`src/core/adc_fmt_regs.svh`:
```
// register map, field positions, reset values and timing counts of the converter output block
`ifndef ADC_FMT_REGS_SVH
`define ADC_FMT_REGS_SVH

// ==========================================================
// register byte offsets
`define OFS_CTRL 12'h000
`define OFS_STATUS 12'h004
`define OFS_INT_STATUS 12'h008
`define OFS_INT_MASK 12'h00c
`define OFS_LAST_SAMPLE 12'h010
`define OFS_OVR_COUNT 12'h014

// ==========================================================
// field positions
`define CTRL_CONV_EN_BIT 0
`define ST_LEVEL_LSB 0
`define ST_LEVEL_MSB 1
`define ST_DCS_BIT 2
`define ST_TWOS_BIT 3
`define ST_PWR_LSB 4
`define ST_PWR_MSB 5
`define ST_SETTLED_BIT 6
`define LS_OVR_BIT 12
`define EVT_OVR_BIT 0
`define EVT_SLEEP_BIT 1
`define EVT_NAP_BIT 2
`define EVT_SETTLED_BIT 3
`define EVT_WIDTH 4

// ==========================================================
// reset values
`define CTRL_RESET 32'h0000_0001
`define INT_MASK_RESET 4'h0
`define WORD_RESET 12'h000

// ==========================================================
// configuration pin levels
`define LVL_GND 2'h0
`define LVL_THIRD 2'h1
`define LVL_TWO_THIRDS 2'h2
`define LVL_SUPPLY 2'h3

// ==========================================================
// output codes and input limits
`define WORD_MID 12'h800
`define WORD_POS_FS 12'hfff
`define WORD_NEG_FS 12'h000
`define MSB_FLIP 12'h800
`define RAW_POS_LIM 14'sh07ff
`define RAW_NEG_LIM 14'sh3800
`define RAW_OFFSET 14'sh0800

// ==========================================================
// timing
`define CLK_MHZ 50
`define REF_RECOVERY_US 1000
`define REF_RECOVERY_CYC (`REF_RECOVERY_US * `CLK_MHZ)
`define PIPE_LATENCY_DEF 5

`endif

```
`src/core/adc_fmt_pkg.sv`:
```
// types shared by the converter output block
package adc_fmt_pkg;

   // ==========================================================
   // power states
   typedef enum logic [1:0] {
      PWR_NORMAL = 2'b00,
      PWR_NAP = 2'b01,
      PWR_SLEEP = 2'b10
   } power_e;

   // ==========================================================
   // one converted sample travelling down the pipeline
   typedef struct packed {
      logic valid;
      logic ovr;
      logic [11:0] word;
   } sample_s;

endpackage : adc_fmt_pkg

```
`src/core/adc_output_core.sv`:
```
// output coding, power states, tri-state control and apb registers of the converter
//
// Contract
// - sample taken on conversion clock rising edge
// - stabilizer on: falling edge never affects sampling
// - stabilizer on only at 1/3 or 2/3 level
// - ground or 1/3 offset binary, else twos
// - offset binary: mid 800, ends fff/000
// - twos complement is offset binary msb flipped
// - overrange sets flag, word clamped full scale
// - output enable high tri-states data and flag
// - shutdown low gives normal conversion
// - shutdown and enable high give sleep
// - shutdown high, enable low gives nap
`timescale 1ns/1ps
`include "adc_fmt_regs.svh"
module adc_output_core #(
   parameter int PIPE_LATENCY = `PIPE_LATENCY_DEF,
   parameter int REF_WAIT = `REF_RECOVERY_CYC
) (
   // apb slave
   input wire logic pclk,
   input wire logic presetn,
   input wire logic [11:0] paddr,
   input wire logic psel,
   input wire logic penable,
   input wire logic pwrite,
   input wire logic [31:0] pwdata,
   output logic [31:0] prdata,
   output logic pready,
   output logic pslverr,
   // converter pins
   input wire logic signed [13:0] analog_level,
   input wire logic [1:0] config_level,
   input wire logic power_down_select,
   input wire logic output_enable_n,
   // sample outputs
   output logic [11:0] sample_word_bits,
   output logic sample_word_oe,
   output logic overrange_flag,
   output logic overrange_oe,
   // interrupt
   output logic irq
);

   // ==========================================================
   // decode helpers
   function automatic logic dcs_active(input logic [1:0] lvl);
      dcs_active = (lvl == `LVL_THIRD) || (lvl == `LVL_TWO_THIRDS);
   endfunction : dcs_active

   function automatic logic twos_format(input logic [1:0] lvl);
      twos_format = (lvl == `LVL_TWO_THIRDS) || (lvl == `LVL_SUPPLY);
   endfunction : twos_format

   function automatic logic [11:0] offset_code(input logic signed [13:0] raw);
      logic signed [13:0] sum;
      sum = raw + `RAW_OFFSET;
      if (raw > `RAW_POS_LIM) begin
         offset_code = `WORD_POS_FS;
      end else if (raw < `RAW_NEG_LIM) begin
         offset_code = `WORD_NEG_FS;
      end else begin
         offset_code = sum[11:0];
      end
   endfunction : offset_code

   // ==========================================================
   // state
   logic [31:0] ctrl_q;
   logic [1:0] cfg_q;
   adc_fmt_pkg::power_e power_q;
   adc_fmt_pkg::power_e power_d;
   logic settled_q;
   logic [16:0] wait_q;
   adc_fmt_pkg::sample_s capture_q;
   adc_fmt_pkg::sample_s pipe_out;
   logic [11:0] word_q;
   logic ovr_q;
   logic oe_q;
   logic [`EVT_WIDTH-1:0] int_q;
   logic [`EVT_WIDTH-1:0] mask_q;
   logic [`EVT_WIDTH-1:0] evt;
   logic [`EVT_WIDTH-1:0] int_clr;
   logic irq_q;
   logic [12:0] last_q;
   logic [15:0] ovr_cnt_q;
   logic [31:0] prdata_q;
   logic pready_q;
   logic pslverr_q;
   logic [31:0] rd_mux;
   logic mapped;
   logic access;
   logic commit;
   logic wr_commit;
   logic sample_en;
   logic [11:0] ob_code;
   logic raw_over;
   logic settle_done;

   // ==========================================================
   // configuration pin and power state
   always_ff @(posedge pclk or negedge presetn) begin
      if (!presetn) begin
         cfg_q <= `LVL_GND;
      end else begin
         cfg_q <= config_level;
      end
   end

   always_comb begin
      power_d = power_q;
      case (power_q)
         adc_fmt_pkg::PWR_NORMAL: begin
            if (power_down_select) begin
               power_d = output_enable_n ? adc_fmt_pkg::PWR_SLEEP : adc_fmt_pkg::PWR_NAP;
            end
         end
         adc_fmt_pkg::PWR_NAP: begin
            if (!power_down_select) begin
               power_d = adc_fmt_pkg::PWR_NORMAL;
            end else if (output_enable_n) begin
               power_d = adc_fmt_pkg::PWR_SLEEP;
            end
         end
         adc_fmt_pkg::PWR_SLEEP: begin
            if (!power_down_select) begin
               power_d = adc_fmt_pkg::PWR_NORMAL;
            end else if (!output_enable_n) begin
               power_d = adc_fmt_pkg::PWR_NAP;
            end
         end
         default: begin
            power_d = adc_fmt_pkg::PWR_NORMAL;
         end
      endcase
   end

   always_ff @(posedge pclk or negedge presetn) begin
      if (!presetn) begin
         power_q <= adc_fmt_pkg::PWR_NORMAL;
      end else begin
         power_q <= power_d;
      end
   end

   // ==========================================================
   // reference recovery after sleep; conversion keeps running, the flag only tells
   // the capture side when samples become trustworthy again
   always_ff @(posedge pclk or negedge presetn) begin
      if (!presetn) begin
         settled_q <= 1'b1;
         wait_q <= '0;
      end else if (power_d == adc_fmt_pkg::PWR_SLEEP) begin
         settled_q <= 1'b0;
         wait_q <= 17'(REF_WAIT - 1);
      end else if (!settled_q) begin
         if (wait_q == '0) begin
            settled_q <= 1'b1;
         end else begin
            wait_q <= wait_q - 17'h0_0001;
         end
      end
   end

   assign settle_done = !settled_q && (wait_q == '0) && (power_d != adc_fmt_pkg::PWR_SLEEP);

   // ==========================================================
   // sampling and coding; only the rising edge is ever used, so clock high time
   // cannot shift the sampling instant whichever way the stabilizer is set
   assign sample_en = (power_q == adc_fmt_pkg::PWR_NORMAL) && ctrl_q[`CTRL_CONV_EN_BIT];
   assign ob_code = offset_code(analog_level);
   assign raw_over = (analog_level > `RAW_POS_LIM) || (analog_level < `RAW_NEG_LIM);

   always_ff @(posedge pclk or negedge presetn) begin
      if (!presetn) begin
         capture_q <= '0;
      end else begin
         capture_q.valid <= sample_en;
         capture_q.ovr <= raw_over;
         capture_q.word <= twos_format(cfg_q) ? (ob_code ^ `MSB_FLIP) : ob_code;
      end
   end

   adc_sample_pipe #(
      .DEPTH(PIPE_LATENCY - 2)
   ) i_adc_sample_pipe (
      .pclk(pclk),
      .presetn(presetn),
      .din(capture_q),
      .dout(pipe_out)
   );

   // ==========================================================
   // output drivers; enable is not gated by sample timing, toggling it per sample
   // is the capture side's mistake to avoid
   always_ff @(posedge pclk or negedge presetn) begin
      if (!presetn) begin
         word_q <= `WORD_RESET;
         ovr_q <= 1'b0;
      end else if (pipe_out.valid) begin
         word_q <= pipe_out.word;
         ovr_q <= pipe_out.ovr;
      end
   end

   always_ff @(posedge pclk or negedge presetn) begin
      if (!presetn) begin
         oe_q <= 1'b0;
      end else begin
         oe_q <= !output_enable_n && !power_down_select;
      end
   end

   // ==========================================================
   // events and interrupt
   assign evt[`EVT_OVR_BIT] = pipe_out.valid && pipe_out.ovr;
   assign evt[`EVT_SLEEP_BIT] = (power_d == adc_fmt_pkg::PWR_SLEEP) &&
                                (power_q != adc_fmt_pkg::PWR_SLEEP);
   assign evt[`EVT_NAP_BIT] = (power_d == adc_fmt_pkg::PWR_NAP) &&
                              (power_q != adc_fmt_pkg::PWR_NAP);
   assign evt[`EVT_SETTLED_BIT] = settle_done;

   assign int_clr = (wr_commit && paddr == `OFS_INT_STATUS) ? pwdata[`EVT_WIDTH-1:0] : '0;

   always_ff @(posedge pclk or negedge presetn) begin
      if (!presetn) begin
         int_q <= '0;
      end else begin
         int_q <= (int_q & ~int_clr) | evt;
      end
   end

   always_ff @(posedge pclk or negedge presetn) begin
      if (!presetn) begin
         irq_q <= 1'b0;
      end else begin
         irq_q <= |(((int_q & ~int_clr) | evt) & mask_q);
      end
   end

   always_ff @(posedge pclk or negedge presetn) begin
      if (!presetn) begin
         last_q <= '0;
         ovr_cnt_q <= '0;
      end else if (pipe_out.valid) begin
         last_q <= {pipe_out.ovr, pipe_out.word};
         if (pipe_out.ovr && ovr_cnt_q != 16'hffff) begin
            ovr_cnt_q <= ovr_cnt_q + 16'h0001;
         end
      end
   end

   // ==========================================================
   // apb slave: one wait state so read data leaves a flop
   assign access = psel && penable;
   assign commit = access && pready_q;
   assign wr_commit = commit && pwrite;

   always_comb begin
      rd_mux = '0;
      mapped = 1'b1;
      case (paddr)
         `OFS_CTRL: begin
            rd_mux = ctrl_q;
         end
         `OFS_STATUS: begin
            rd_mux[`ST_LEVEL_MSB:`ST_LEVEL_LSB] = cfg_q;
            rd_mux[`ST_DCS_BIT] = dcs_active(cfg_q);
            rd_mux[`ST_TWOS_BIT] = twos_format(cfg_q);
            rd_mux[`ST_PWR_MSB:`ST_PWR_LSB] = power_q;
            rd_mux[`ST_SETTLED_BIT] = settled_q;
         end
         `OFS_INT_STATUS: begin
            rd_mux[`EVT_WIDTH-1:0] = int_q;
         end
         `OFS_INT_MASK: begin
            rd_mux[`EVT_WIDTH-1:0] = mask_q;
         end
         `OFS_LAST_SAMPLE: begin
            rd_mux[`LS_OVR_BIT:0] = last_q;
         end
         `OFS_OVR_COUNT: begin
            rd_mux[15:0] = ovr_cnt_q;
         end
         default: begin
            mapped = 1'b0;
         end
      endcase
   end

   always_ff @(posedge pclk or negedge presetn) begin
      if (!presetn) begin
         pready_q <= 1'b0;
         pslverr_q <= 1'b0;
         prdata_q <= '0;
      end else begin
         pready_q <= access && !pready_q;
         pslverr_q <= access && !pready_q && !mapped;
         prdata_q <= (access && !pready_q && !pwrite) ? rd_mux : '0;
      end
   end

   always_ff @(posedge pclk or negedge presetn) begin
      if (!presetn) begin
         ctrl_q <= `CTRL_RESET;
         mask_q <= `INT_MASK_RESET;
      end else if (wr_commit) begin
         if (paddr == `OFS_CTRL) begin
            ctrl_q <= pwdata & 32'h0000_0001;
         end
         if (paddr == `OFS_INT_MASK) begin
            mask_q <= pwdata[`EVT_WIDTH-1:0];
         end
      end
   end

   assign prdata = prdata_q;
   assign pready = pready_q;
   assign pslverr = pslverr_q;
   assign sample_word_bits = word_q;
   assign overrange_flag = ovr_q;
   assign sample_word_oe = oe_q;
   assign overrange_oe = oe_q;
   assign irq = irq_q;
endmodule : adc_output_core

```
`src/core/adc_sample_pipe.sv`:
```
// fixed-depth delay line for converted samples
`timescale 1ns/1ps
module adc_sample_pipe #(
   parameter int DEPTH = 3
) (
   // clock and reset
   input wire logic pclk,
   input wire logic presetn,
   // samples
   input adc_fmt_pkg::sample_s din,
   output adc_fmt_pkg::sample_s dout
);

   adc_fmt_pkg::sample_s stage_q [DEPTH];

   // ==========================================================
   // stages
   genvar g;
   generate
      for (g = 0; g < DEPTH; g++) begin : g_stage
         // head and tail split so the tail's index never points below zero
         if (g == 0) begin : g_head
            always_ff @(posedge pclk or negedge presetn) begin
               if (!presetn) begin
                  stage_q[g] <= '0;
               end else begin
                  stage_q[g] <= din;
               end
            end
         end else begin : g_tail
            always_ff @(posedge pclk or negedge presetn) begin
               if (!presetn) begin
                  stage_q[g] <= '0;
               end else begin
                  stage_q[g] <= stage_q[g-1];
               end
            end
         end
      end
   endgenerate

   assign dout = stage_q[DEPTH-1];

endmodule : adc_sample_pipe

```
`config.mk`:
```
export PLATFORM = sky130hd
export DESIGN_NAME = adc_output_core
export DESIGN_NICKNAME = d
export VERILOG_FILES = /design/src/core/adc_fmt_pkg.sv /design/src/core/adc_output_core.sv /design/src/core/adc_sample_pipe.sv
export VERILOG_INCLUDE_DIRS = /design/src /design/src/core
export SDC_FILE = /design/constraint.sdc
export NUM_CORES = 1
export LEC_CHECK = 0
export ABC_AREA = 1
export BUFFER_PORTS_ARGS = -buffer_cell sky130_fd_sc_hd__buf_4
export CAP_MARGIN = 25
export CORE_UTILIZATION = 55
export CTS_CLUSTER_DIAMETER = 120
export CTS_CLUSTER_SIZE = 28
export DETAILED_ROUTE_END_ITERATION = 10
export PLACE_DENSITY_LB_ADDON = 0.05
export SLEW_MARGIN = 10
export SYNTH_ARGS = -nofsm -noshare
export SYNTH_HDL_FRONTEND = slang
export SYNTH_HIERARCHICAL = 1
export SYNTH_SLANG_ARGS = --single-unit
```
`constraint.sdc`:
```
create_clock -name pclk -period 1.75 [get_ports pclk]
set_input_delay 0.35 -clock pclk [delete_from_list [all_inputs] [get_ports pclk]]
set_output_delay 0.35 -clock pclk [all_outputs]
set_load 0.01 [all_outputs]
```
==> After elaboration in Yosys (flattened, before gate mapping) <==
Cells that the tools add are included.
{ "totals": {"register_bits": 149, "in_bits": 67, "out_inout_bits": 50, "wordCells": 112} }
{ "op_classes": {"n_addsub": 3, "order_cmp": 2, "n_eq_ne": 18, "n_mux": 23, "n_bitwise": 5, "n_reduce_logical": 33} }
{ "op_table": {"columns": ["op", "n"], "rows": [
  ["$mux 17", 3],
  ["$mux 12", 3],
  ["$eq 12x4->1 const B", 2],
  ["$eq 12x5->1 const B", 2],
  ["$pmux 4 s6", 1],
  ["$logic_not 17->1", 1],
  ["$sub 17x1->17 const B", 1],
  ["$add 16x1->16 const B", 1],
  ["$mux 16", 1],
  ["$ne 16x16->1 const B", 1],
  ["$logic_and 1x1->1", 15],
  ["$gt 14x12->1 const B", 1],
  ["$lt 14x12->1 const B", 1],
  ["$add 12x12->12 const B", 1],
  ["$eq 12x3->1 const B", 1],
  ["$logic_not 12->1", 1],
  ["$mux 2", 6],
  ["$pmux 6 s2", 1],
  ["$pmux 3 s3", 1],
  ["$and 4x4->4", 2],
  ["$eq 2x2->1 const B", 4],
  ["$reduce_and 2->1", 4],
  ["$eq 2x1->1 const B", 3],
  ["$logic_not 1->1", 6],
  ["other kinds (13)", 21]
]} }

==> Depth between registers and ports, before layout <==
Gate-level depths: netlist of the first run.
{ "logic_depth": {"word_depth": 10, "mapped_depth": 13, "depth_no_buf": 12} }

==> Modules after synthesis <==
Netlist of the first run, hierarchy kept.
{ "modules_own_cells": {"columns": ["mod", "instances", "cells_per_inst", "area_each_um2", "seq_area_each_um2"], "rows": [
  ["adc_output_core", 1, 566, 4765.8, 2354.8],
  ["adc_sample_pipe", 1, 56, 1156.1, 1051.0]
]} }

==> Least setup slack after synthesis of the first run <==
Ideal clock, no wire load.
{ "synth_path": {"path_kind": "register -> register", "from": "register wait_q[0]", "to": "register wait_q[14]", "setup_time_ps": 116, "arrival_time_ps": 1407, "required_time_ps": 1634, "slack_ps": 227, "path_stages_with_launch": 10, "path_buffers": 0, "synth_period_minus_slack_ps": 1523, "cell_sequence": "dfrtp_1 inv_1 ha_1 nand2_1 nor3_1 nand2_1 xor2_1 nand2_1 nand2_1 nand2_1"} }
{ "synth_between": {"elab_chain_cells": 4, "word_cells_on_any_way": 7, "cone_classes": "add/sub: 1; eq/ne: 1; mux: 3; reduce/logical: 2"} }
{ "synth_lines": {"columns": ["element", "line_no", "text"], "rows": [
  ["from (decl)", "adc_output_core.sv:75", "logic [16:0] wait_q;"],
  ["from (signal assigned)", "adc_output_core.sv:156", "wait_q <= 17'(REF_WAIT - 1);"],
  ["from (signal assigned)", "adc_output_core.sv:161", "wait_q <= wait_q - 17'h0_0001;"],
  ["$sub 17x1->17", "adc_output_core.sv:161", null],
  ["$mux 17", "adc_output_core.sv:158", "if (wait_q == '0) begin"],
  ["$mux 17", "adc_output_core.sv:157", "end else if (!settled_q) begin"],
  ["$mux 17", "adc_output_core.sv:154", "end else if (power_d == adc_fmt_pkg::PWR_SLEEP) begin"]
]} }
Parallel ways exist; a longest one is shown, timed or not. The select of a mux whose other input is x is not followed.
A chain may end at the register's enable or synchronous reset.

==> Worst setup path after layout of the first run <==
{ "layout_path": {"from": "register wait_q[0]", "to": "register wait_q[5]"} }
The elaborated chain is that of the path after synthesis.

==> key figures, run 1 <==
STA
  • Hold Fails Final Rpt: 0
  • Hold WS: 0.0307 ns
  • Period Utilization, post-route: 93.0%
  • Max Clock Skew: 0.0149 ns
  • Final setup vio count: 0
  • Max-slew violations: 0
  • Peak Freq: 614 MHz
  • Post-route minimum period: 1.63 ns
  • Final setup TNS: 0 ns

Die
  • Die ar.: 11,200 um2
  • # rows: 37
  • Die Height: 106 um
  • Core box area: 10,400 um2
  • Starting density of the core: 57.1%
  • I/O pin total: 117
  • Die Span X: 106 um

Synth
  • Ys async rst share: 100%
  • Post-synthesis register bit count: 136
  • Top-count cell post-synth: nand2_1
  • Ys flop type: dfrtp_1
  • Yosys top cell area share: 56.6%
  • Synth area leaders: dfrtp_1 57%, nand2_1 9.8%, buf_4 4.3%, nand3_1 3.9%, inv_1 3.2%
  • Syn Std Cell Area: 5920 um2
  • Post-Synthesis Cells: 622
  • YS warnings: 6
  • Number of synthesized flops with an enable pin: 0
  • Largest area contributor in the netlist: dfrtp_1
  • Syn avg cell area: 9.52 um2
  • Distinct cells, synth: 42
  • Sequential area share after synthesis: 57.5%
  • Synth top cells by count: 155 x nand2_1, 134 x dfrtp_1, 50 x inv_1, 50 x nor2_1, 46 x nand3_1

Detailed routing
  • Detailed-route wire length per cell: 13.8 um
  • Routed WL: 12,100 um
  • First-pass DRT Iterations: 5
  • Residual DRC: 0
  • ANT nets after route: 0
  • Via count: 4,424
  • Initial DRC count: 256
  • Vias/cell: 5.03

Clock network
  • TritonCTS clock tree: done
  • H-tree levels: 4
  • Worst skew pair latency: 0.54 ns
  • CTS Buffer Depth: 2
  • Clk sinks: 136
  • CTS Root Cell: clkbuf_8
  • Clock buffer count from CTS: 17
  • Clock Pin Slew Worst Setup and Hold Paths: 0.06 ns

Place
  • IO buf count: 72
  • Detailed placer's ending HPWL: 8390 um
  • GPL Wtd Cong: 0.864

Global route
  • GRT Residual Overflow: 0
  • GRT Util Overall: 23.5%
  • Largest net degree at the start of global routing: 72
  • Vias in the first global route: 4,226
  • Antenna violations before repair: 0
  • Global-route wire length before repair: 20,100 um

Finish
  • Area Growth Syn to Fin: 24.1%
  • Share of cells above drive strength 1: 24.4%
  • Final #Nets: 802
  • Number of antenna diodes: 0

Setup path
  • CP cell instances: inv_2, ha_1, nand3_1, nor2_2, nand3_2, o21ai_4, buf_6, buf_4, nand2_1, o31ai_1
  • Setup Crit Path Kind: flop to flop
  • Crit path arrival time: 2.07 ns
  • Critical Path Max Stage Delay: 0.43 ns
  • CP required: 2.19 ns
  • Slowest CP cell: dfrtp_1
  • Crit path launch type: flop
  • Crit Path Max Fanout: 5
  • CP Capture Type: flop

Power and ir drop
  • Peak VDD IR: 0.847 mV
  • Overall Power: 7.12 mW
  • Power density cells: 969 nW/um2
  • Lkg Pwr: 3.55 nW

Hold path
  • Hold Crit Class: input pin to flop

Flow run
  • Max cap viols: 0

Outcome
  • Status: completed
[state kept, by name (all words and copies together), names as in the netlist]
name,cells
capture_q,14
cfg_q,2
ctrl_q,1
i_adc_sample_pipe/dout,14
i_adc_sample_pipe/stage_q,28
int_q,4
irq,1
last_q,1
mask_q,4
overrange_flag,1
overrange_oe,1
ovr_cnt_q,16
power_q,2
prdata,16
pready,1
pslverr,1
sample_word_bits,11
settled_q,1
wait_q,17
[routing by layer]
layer / vias to the layer above / routed length [um] / global-route usage (%)
met5: - / 0 / 0
li1: 2169 / - / -
met1: 2116 / 5420 / 30.5
met4: 0 / 242 / 11.1
met2: 119 / 5900 / 37.3
met3: 20 / 563 / 5.75
[worst max-delay path, delay by kind of cell, from the launching register on]
kind | cells | cell delay [ns]
fa+ha+maj | 1 | 0.15
buf+inv | 3 | 0.36
simple gates | 4 | 0.41
flops | 1 | 0.43
compound gates | 2 | 0.18
[cell usage in the layout, fill, tap and decap left out, types with 2 or more instances in the layout]
master         Yosys  routed
o21ai_1            3       4
o21ai_0           24      23
xnor2_1            3       3
conb_1             1      16
dfrtp_1          134     134
or2_2              2       2
o21ai_2            5       4
buf_12             0       2
clkinv_2           0       2
o22ai_1            3       3
ha_1               5       4
nand3_1           46      45
nand2_2            8       8
clkinvlp_4         0       2
nand4_1           10      10
nor2_2             3       6
clkbuf_16          0      16
a21oi_1           15      15
dfstp_2            2       2
inv_8              0       3
inv_6              0       7
nor2_4             2       2
nand3b_1           3       3
nor3_1            15      15
dlygate4sd3_1      0      16
inv_2              3       3
o211ai_1           2       2
buf_4             34      97
inv_1             50      49
clkinv_4           0       2
mux2_2             8       8
o31ai_1            2       2
nor2_1            50      47
xor2_1            13      13
nand2_1          155     155
[final cells by class]
| class | count | area [um2] |
|---|---|---|
| multi-input combinational | 403 | 2070 |
| clock inverter | 15 | 129 |
| sequential | 136 | 3410 |
| timing repair buffer | 117 | 945 |
| fill | 787 | 3020 |
| clock buffer | 17 | 414 |
| tap | 136 | 170 |
| inverter | 55 | 214 |
[report_power, final]
group / internal [mW] / leakage [nW] / total (mW) / switching [mW]
logic: 0.204 / 1.60 / 0.477 / 0.273
clock network: 1.79 / 0.266 / 3.26 / 1.46
registers: 3.30 / 1.69 / 3.39 / 0.0870
total: 5.30 / 3.55 / 7.12 / 1.82
[metrics by stage]
step                cell area [um2]  instances  setup slack (ns)  utilization (%)
floorplan                      5980        637             0.227                -
global route                   7350        879           -0.0152             70.9
detailed placement             6590        827            0.0494             63.5
finish                         7350        879             0.122             70.9
global placement               6590        827             0.146             63.5
CTS                            7290        875            0.0274             70.3
[final timing paths]
path	depth (start not counted)	start	to	slack, ns
max	10	wait_q[0]$_DFFE_PN0P_	wait_q[5]$_DFFE_PN0P_	0.12
min reg2reg	0	i_adc_sample_pipe/stage_q[15]$_DFF_PN0_	i_adc_sample_pipe/dout[1]$_DFF_PN0_	0.35
max reg2reg	10	wait_q[0]$_DFFE_PN0P_	wait_q[5]$_DFFE_PN0P_	0.12
min	3	analog_level[5]	capture_q[5]$_DFF_PN0_	0.03
max in group asynchronous	3	presetn	wait_q[6]$_DFFE_PN0P_	0.85
min in group asynchronous	2	presetn	prdata[6]$_DFF_PN0_	0.25
[timing repair]
item	CTS	global route
hold buffers	16	0
hold endpoints to repair	35	0
setup endpoints to repair	0	21
setup buffers	0	3
gates resized for setup	0	11
[logic make-up (layout without fill, tap and decap cells)]
group	count (synthesis)	count (layout)	share of synthesized area (%)
xor gates and xnor gates	16	16	2.37
and+or+nand+nor	302	302	23.1
buffers and inverters	98	204	8.83
AOI/OAI and AO/OA	56	56	5.51
muxes	8	8	1.52
DFF	136	136	57.5
other	1	16	0.0633
adders and majority gates	5	5	1.06
Power figures use the tool's default switching activity.
==> inputs of run 2 (changes only) <==
--- a/config.mk
+++ b/config.mk
@@ -9,7 +9,7 @@
 export ABC_AREA = 1
 export BUFFER_PORTS_ARGS = -buffer_cell sky130_fd_sc_hd__buf_4
 export CAP_MARGIN = 25
-export CORE_UTILIZATION = 55
+export CORE_UTILIZATION = 47
 export CTS_CLUSTER_DIAMETER = 120
 export CTS_CLUSTER_SIZE = 28
 export DETAILED_ROUTE_END_ITERATION = 10
==> run 2 against run 1 <==
Net effect: die area is 17% higher; total power rose by 1.7%; core utilization fell by 11 points; clock-buffer cell count up 2; flip-flop and latch count unchanged; combinational power shrank 2%; sequential share of layout area is 0.57 points higher; clock power increased by 4%; global-route usage shrank 3.9 points; via count decreased by 0.97%; critical endpoint is now ovr_cnt_q[4]$_DFFE_PN0P_.
==> key figures, run 2 (same netlist as run 1, synthesis figures left out) <==
Detailed routing
  • Routed WL: 11,800 um (was 12,100 um)
  • First-pass DRT Iterations: 4 (was 5)
  • ANT nets after route: 0 (unchanged)
  • Detailed-route wire length per cell: 13.3 um (was 13.8 um)
  • Residual DRC: 0 (unchanged)
  • Via count: 4,381 (was 4,424)
  • Initial DRC count: 207 (was 256)
  • Vias/cell: 4.90 (was 5.03)

Setup path
  • Crit path buf inv count: 1 (was 3)
  • Crit path arrival time: 1.92 ns (was 2.07 ns)
  • CP cell instances: ha_2, nand2_2, nor2_4, nand2_2, nor2_2, nand2_2, nand2_4, inv_4, nand3_1, nand2_1 (was inv_2, ha_1, nand3_1, nor2_2, nand3_2, o21ai_4, buf_6, buf_4, nand2_1, o31ai_1)
  • Worst setup startpoint: ovr_cnt_q[1]$_DFFE_PN0P_ (was wait_q[0]$_DFFE_PN0P_)
  • Most frequent CP cell: nand2_2
  • Crit-path leading delay family: simple AND/OR/NAND/NOR gates (was flip-flops)
  • Cell count along the critical path: 10 (unchanged)
  • Crit path launch type: flop (unchanged)
  • Slowest CP cell: dfrtp_1 (unchanged)
  • Critical Path Max Stage Delay: 0.39 ns (was 0.43 ns)
  • Crit Path Max Fanout: 21 (was 5)
  • Setup Crit Path Kind: flop to flop (unchanged)
  • Crit Reg-Reg Startpoint: ovr_cnt_q[1]$_DFFE_PN0P_ (was wait_q[0]$_DFFE_PN0P_)
  • CP required: 2.04 ns (was 2.19 ns)
  • FF-to-FF path depth: 10 (unchanged)
  • CP Capture Type: flop (unchanged)

Power and ir drop
  • Reg power frac: 46.7% (was 47.6%)
  • Internal power: 5.50 mW (was 5.30 mW)
  • Peak VDD IR: 0.676 mV (was 0.847 mV)
  • Combinational share of power: 6.5% (was 6.7%)
  • Lkg Pwr: 3.49 nW (was 3.55 nW)
  • Sw frac: 24.1% (was 25.6%)
  • Clk pwr share: 46.8% (was 45.7%)
  • Switch Pwr: 1.74 mW (was 1.82 mW)
  • Power density cells: 997 nW/um2 (was 969 nW/um2)

Finish
  • Reg with most FFs: i_adc_sample_pipe/stage_q (unchanged)
  • Share of cells above drive strength 1: 24.4% (about the same)
  • Number of flip-flops in the largest register: 28 (unchanged)
  • Number of antenna diodes: 0 (unchanged)
  • Area Growth Syn to Fin: 22.6% (was 24.1%)
  • Most frequent cells in the layout: 155 x nand2_1, 134 x dfrtp_1, 97 x buf_4 (unchanged)
  • Final #Nets: 786 (was 802)
  • Largest registers: i_adc_sample_pipe/stage_q (28), wait_q (17) (unchanged)
  • Most common cell after layout, fill and taps aside: nand2_1 (unchanged)

STA
  • Hold Fails Final Rpt: 0 (unchanged)
  • Final setup TNS: 0 ns (unchanged)
  • Post-route minimum period: 1.63 ns (about the same)
  • Peak Freq: 612 MHz (was 614 MHz)
  • Max-slew violations: 0 (unchanged)
  • Setup slack after layout: 0.117 ns (was 0.122 ns)
  • Period Utilization, post-route: 93.3% (was 93.0%)
  • RSZ-0062 raised after global routing: no
  • Max Clock Skew: 0.0107 ns (was 0.0149 ns)
  • Final setup vio count: 0 (unchanged)

Global route
  • Largest net degree at the start of global routing: 81 (was 72)
  • Antenna violations before repair: 0 (unchanged)
  • GRT Util Overall: 19.6% (was 23.5%)
  • Global-route wire length before repair: 19,700 um (was 20,100 um)
  • Vias in the first global route: 4,190 (was 4,226)
  • GRT Residual Overflow: 0 (unchanged)

Clock network
  • H-tree levels: 4 (unchanged)
  • CTS Buffer Depth: 2 (unchanged)
  • Clk sinks: 136 (unchanged)
  • Clock Pin Slew Worst Setup and Hold Paths: 0.06 ns (about the same)
  • Worst skew pair latency: 0.41 ns (was 0.54 ns)
  • TritonCTS clock tree: done (unchanged)
  • CTS Root Cell: clkbuf_16 (was clkbuf_8)
  • Clock buffer count from CTS: 17 (unchanged)

Die
  • Die Span X: 114 um (was 106 um)
  • Starting density of the core: 48.7% (was 57.1%)
  • I/O pin total: 117 (unchanged)
  • # rows: 40 (was 37)
  • Die ar.: 13,100 um2 (was 11,200 um2)
  • Die Height: 114 um (was 106 um)
  • Core box area: 12,200 um2 (was 10,400 um2)

Flow run
  • Max cap viols: 0 (unchanged)

Place
  • Place WS: 0.0659 ns (was 0.0494 ns)
  • IO buf count: 72 (unchanged)
  • Detailed placer's ending HPWL: 8440 um (was 8390 um)
  • GPL Wtd Cong: 0.889 (was 0.864)

Hold path
  • Hold Crit Class: input pin to flop (unchanged)
  • Worst Hold Depth: 1 (was 3)
  • HP Start: config_level[1] (was analog_level[5])

Outcome
  • Status: completed (unchanged)
## run 2: cell count changes in the layout (fill, tap and decap cells not counted), sizes merged, moves of 2 or more
| cell | before | now |
|---|---|---|
| clkinv | 5 | 7 |
| dlygate4sd3 | 16 | 1 |
| inv | 63 | 56 |
| clkbuf | 17 | 19 |
## run 2: final timing paths
check / endpoint / slack, ns
min: cfg_q[1]$_DFF_PN0_ / 0.04
max reg2reg: ovr_cnt_q[4]$_DFFE_PN0P_ / 0.12
min reg2reg: i_adc_sample_pipe/stage_q[25]$_DFF_PN0_ / 0.35
max: ovr_cnt_q[4]$_DFFE_PN0P_ / 0.12
min in group asynchronous: prdata[15]$_DFF_PN0_ / 0.47
max in group asynchronous: settled_q$_DFF_PN1_ / 0.85
## run 2: repair_timing
item,CTS,global route
hold buffers,1,0
endpoints found under the hold margin,60,0
buffers inserted,0,3
resized for setup,0,9
endpoints found under the setup margin,0,26
## run 2: worst reg2reg max path: cells and delay by family (launching register included)
kind                     cells  cell delay [ns]
adder cells (fa/ha/maj)      1             0.22
buffers and inverters        1             0.13
flip-flops                   1             0.39
AND/OR/NAND/NOR              8             0.79
## run 2: routing by layer
| metal | up-vias | GRT usage, % | share of wire, % |
|---|---|---|---|
| met2 | 136 | 30.5 | 47 |
| met4 | 0 | 9.87 | 2.7 |
| met3 | 28 | 4.71 | 4.7 |
| li1 | 2139 | - | - |
| met1 | 2078 | 25.8 | 46 |
| met5 | - | 0 | 0 |
## run 2: through the flow
step	hold WS, ns	utilization [%]	cell area (um2)	std cells	power, mW
6_report	0.0411	59.7	7260	894	7.24
5_1_grt	0.0300	59.7	7260	894	7.54
4_1_cts	0.0279	59.2	7200	891	7.29
3_5_place_dp	0.335	54.5	6630	859	3.90
3_3_place_gp	0.332	54.5	6630	859	3.87
2_1_floorplan	0.0544	-	5980	637	3.70
## run 2: power by group through the flow
stage	clock, mW	sequential [mW]	combinational, mW
after floorplan	0	3.42	0.281
after global placement	0	3.43	0.441
after detailed placement	0	3.44	0.459
after CTS	3.44	3.38	0.463
after global routing	3.60	3.40	0.537
final	3.39	3.38	0.468
## run 2: layout make-up
class / count / area [um2]
clock buffer: 19 / 443
sequential: 136 / 3410
tap: 168 / 210
timing repair buffer: 101 / 790
fill: 1066 / 4900
multi-input combinational: 403 / 2080
clock inverter: 12 / 121
inverter: 55 / 211
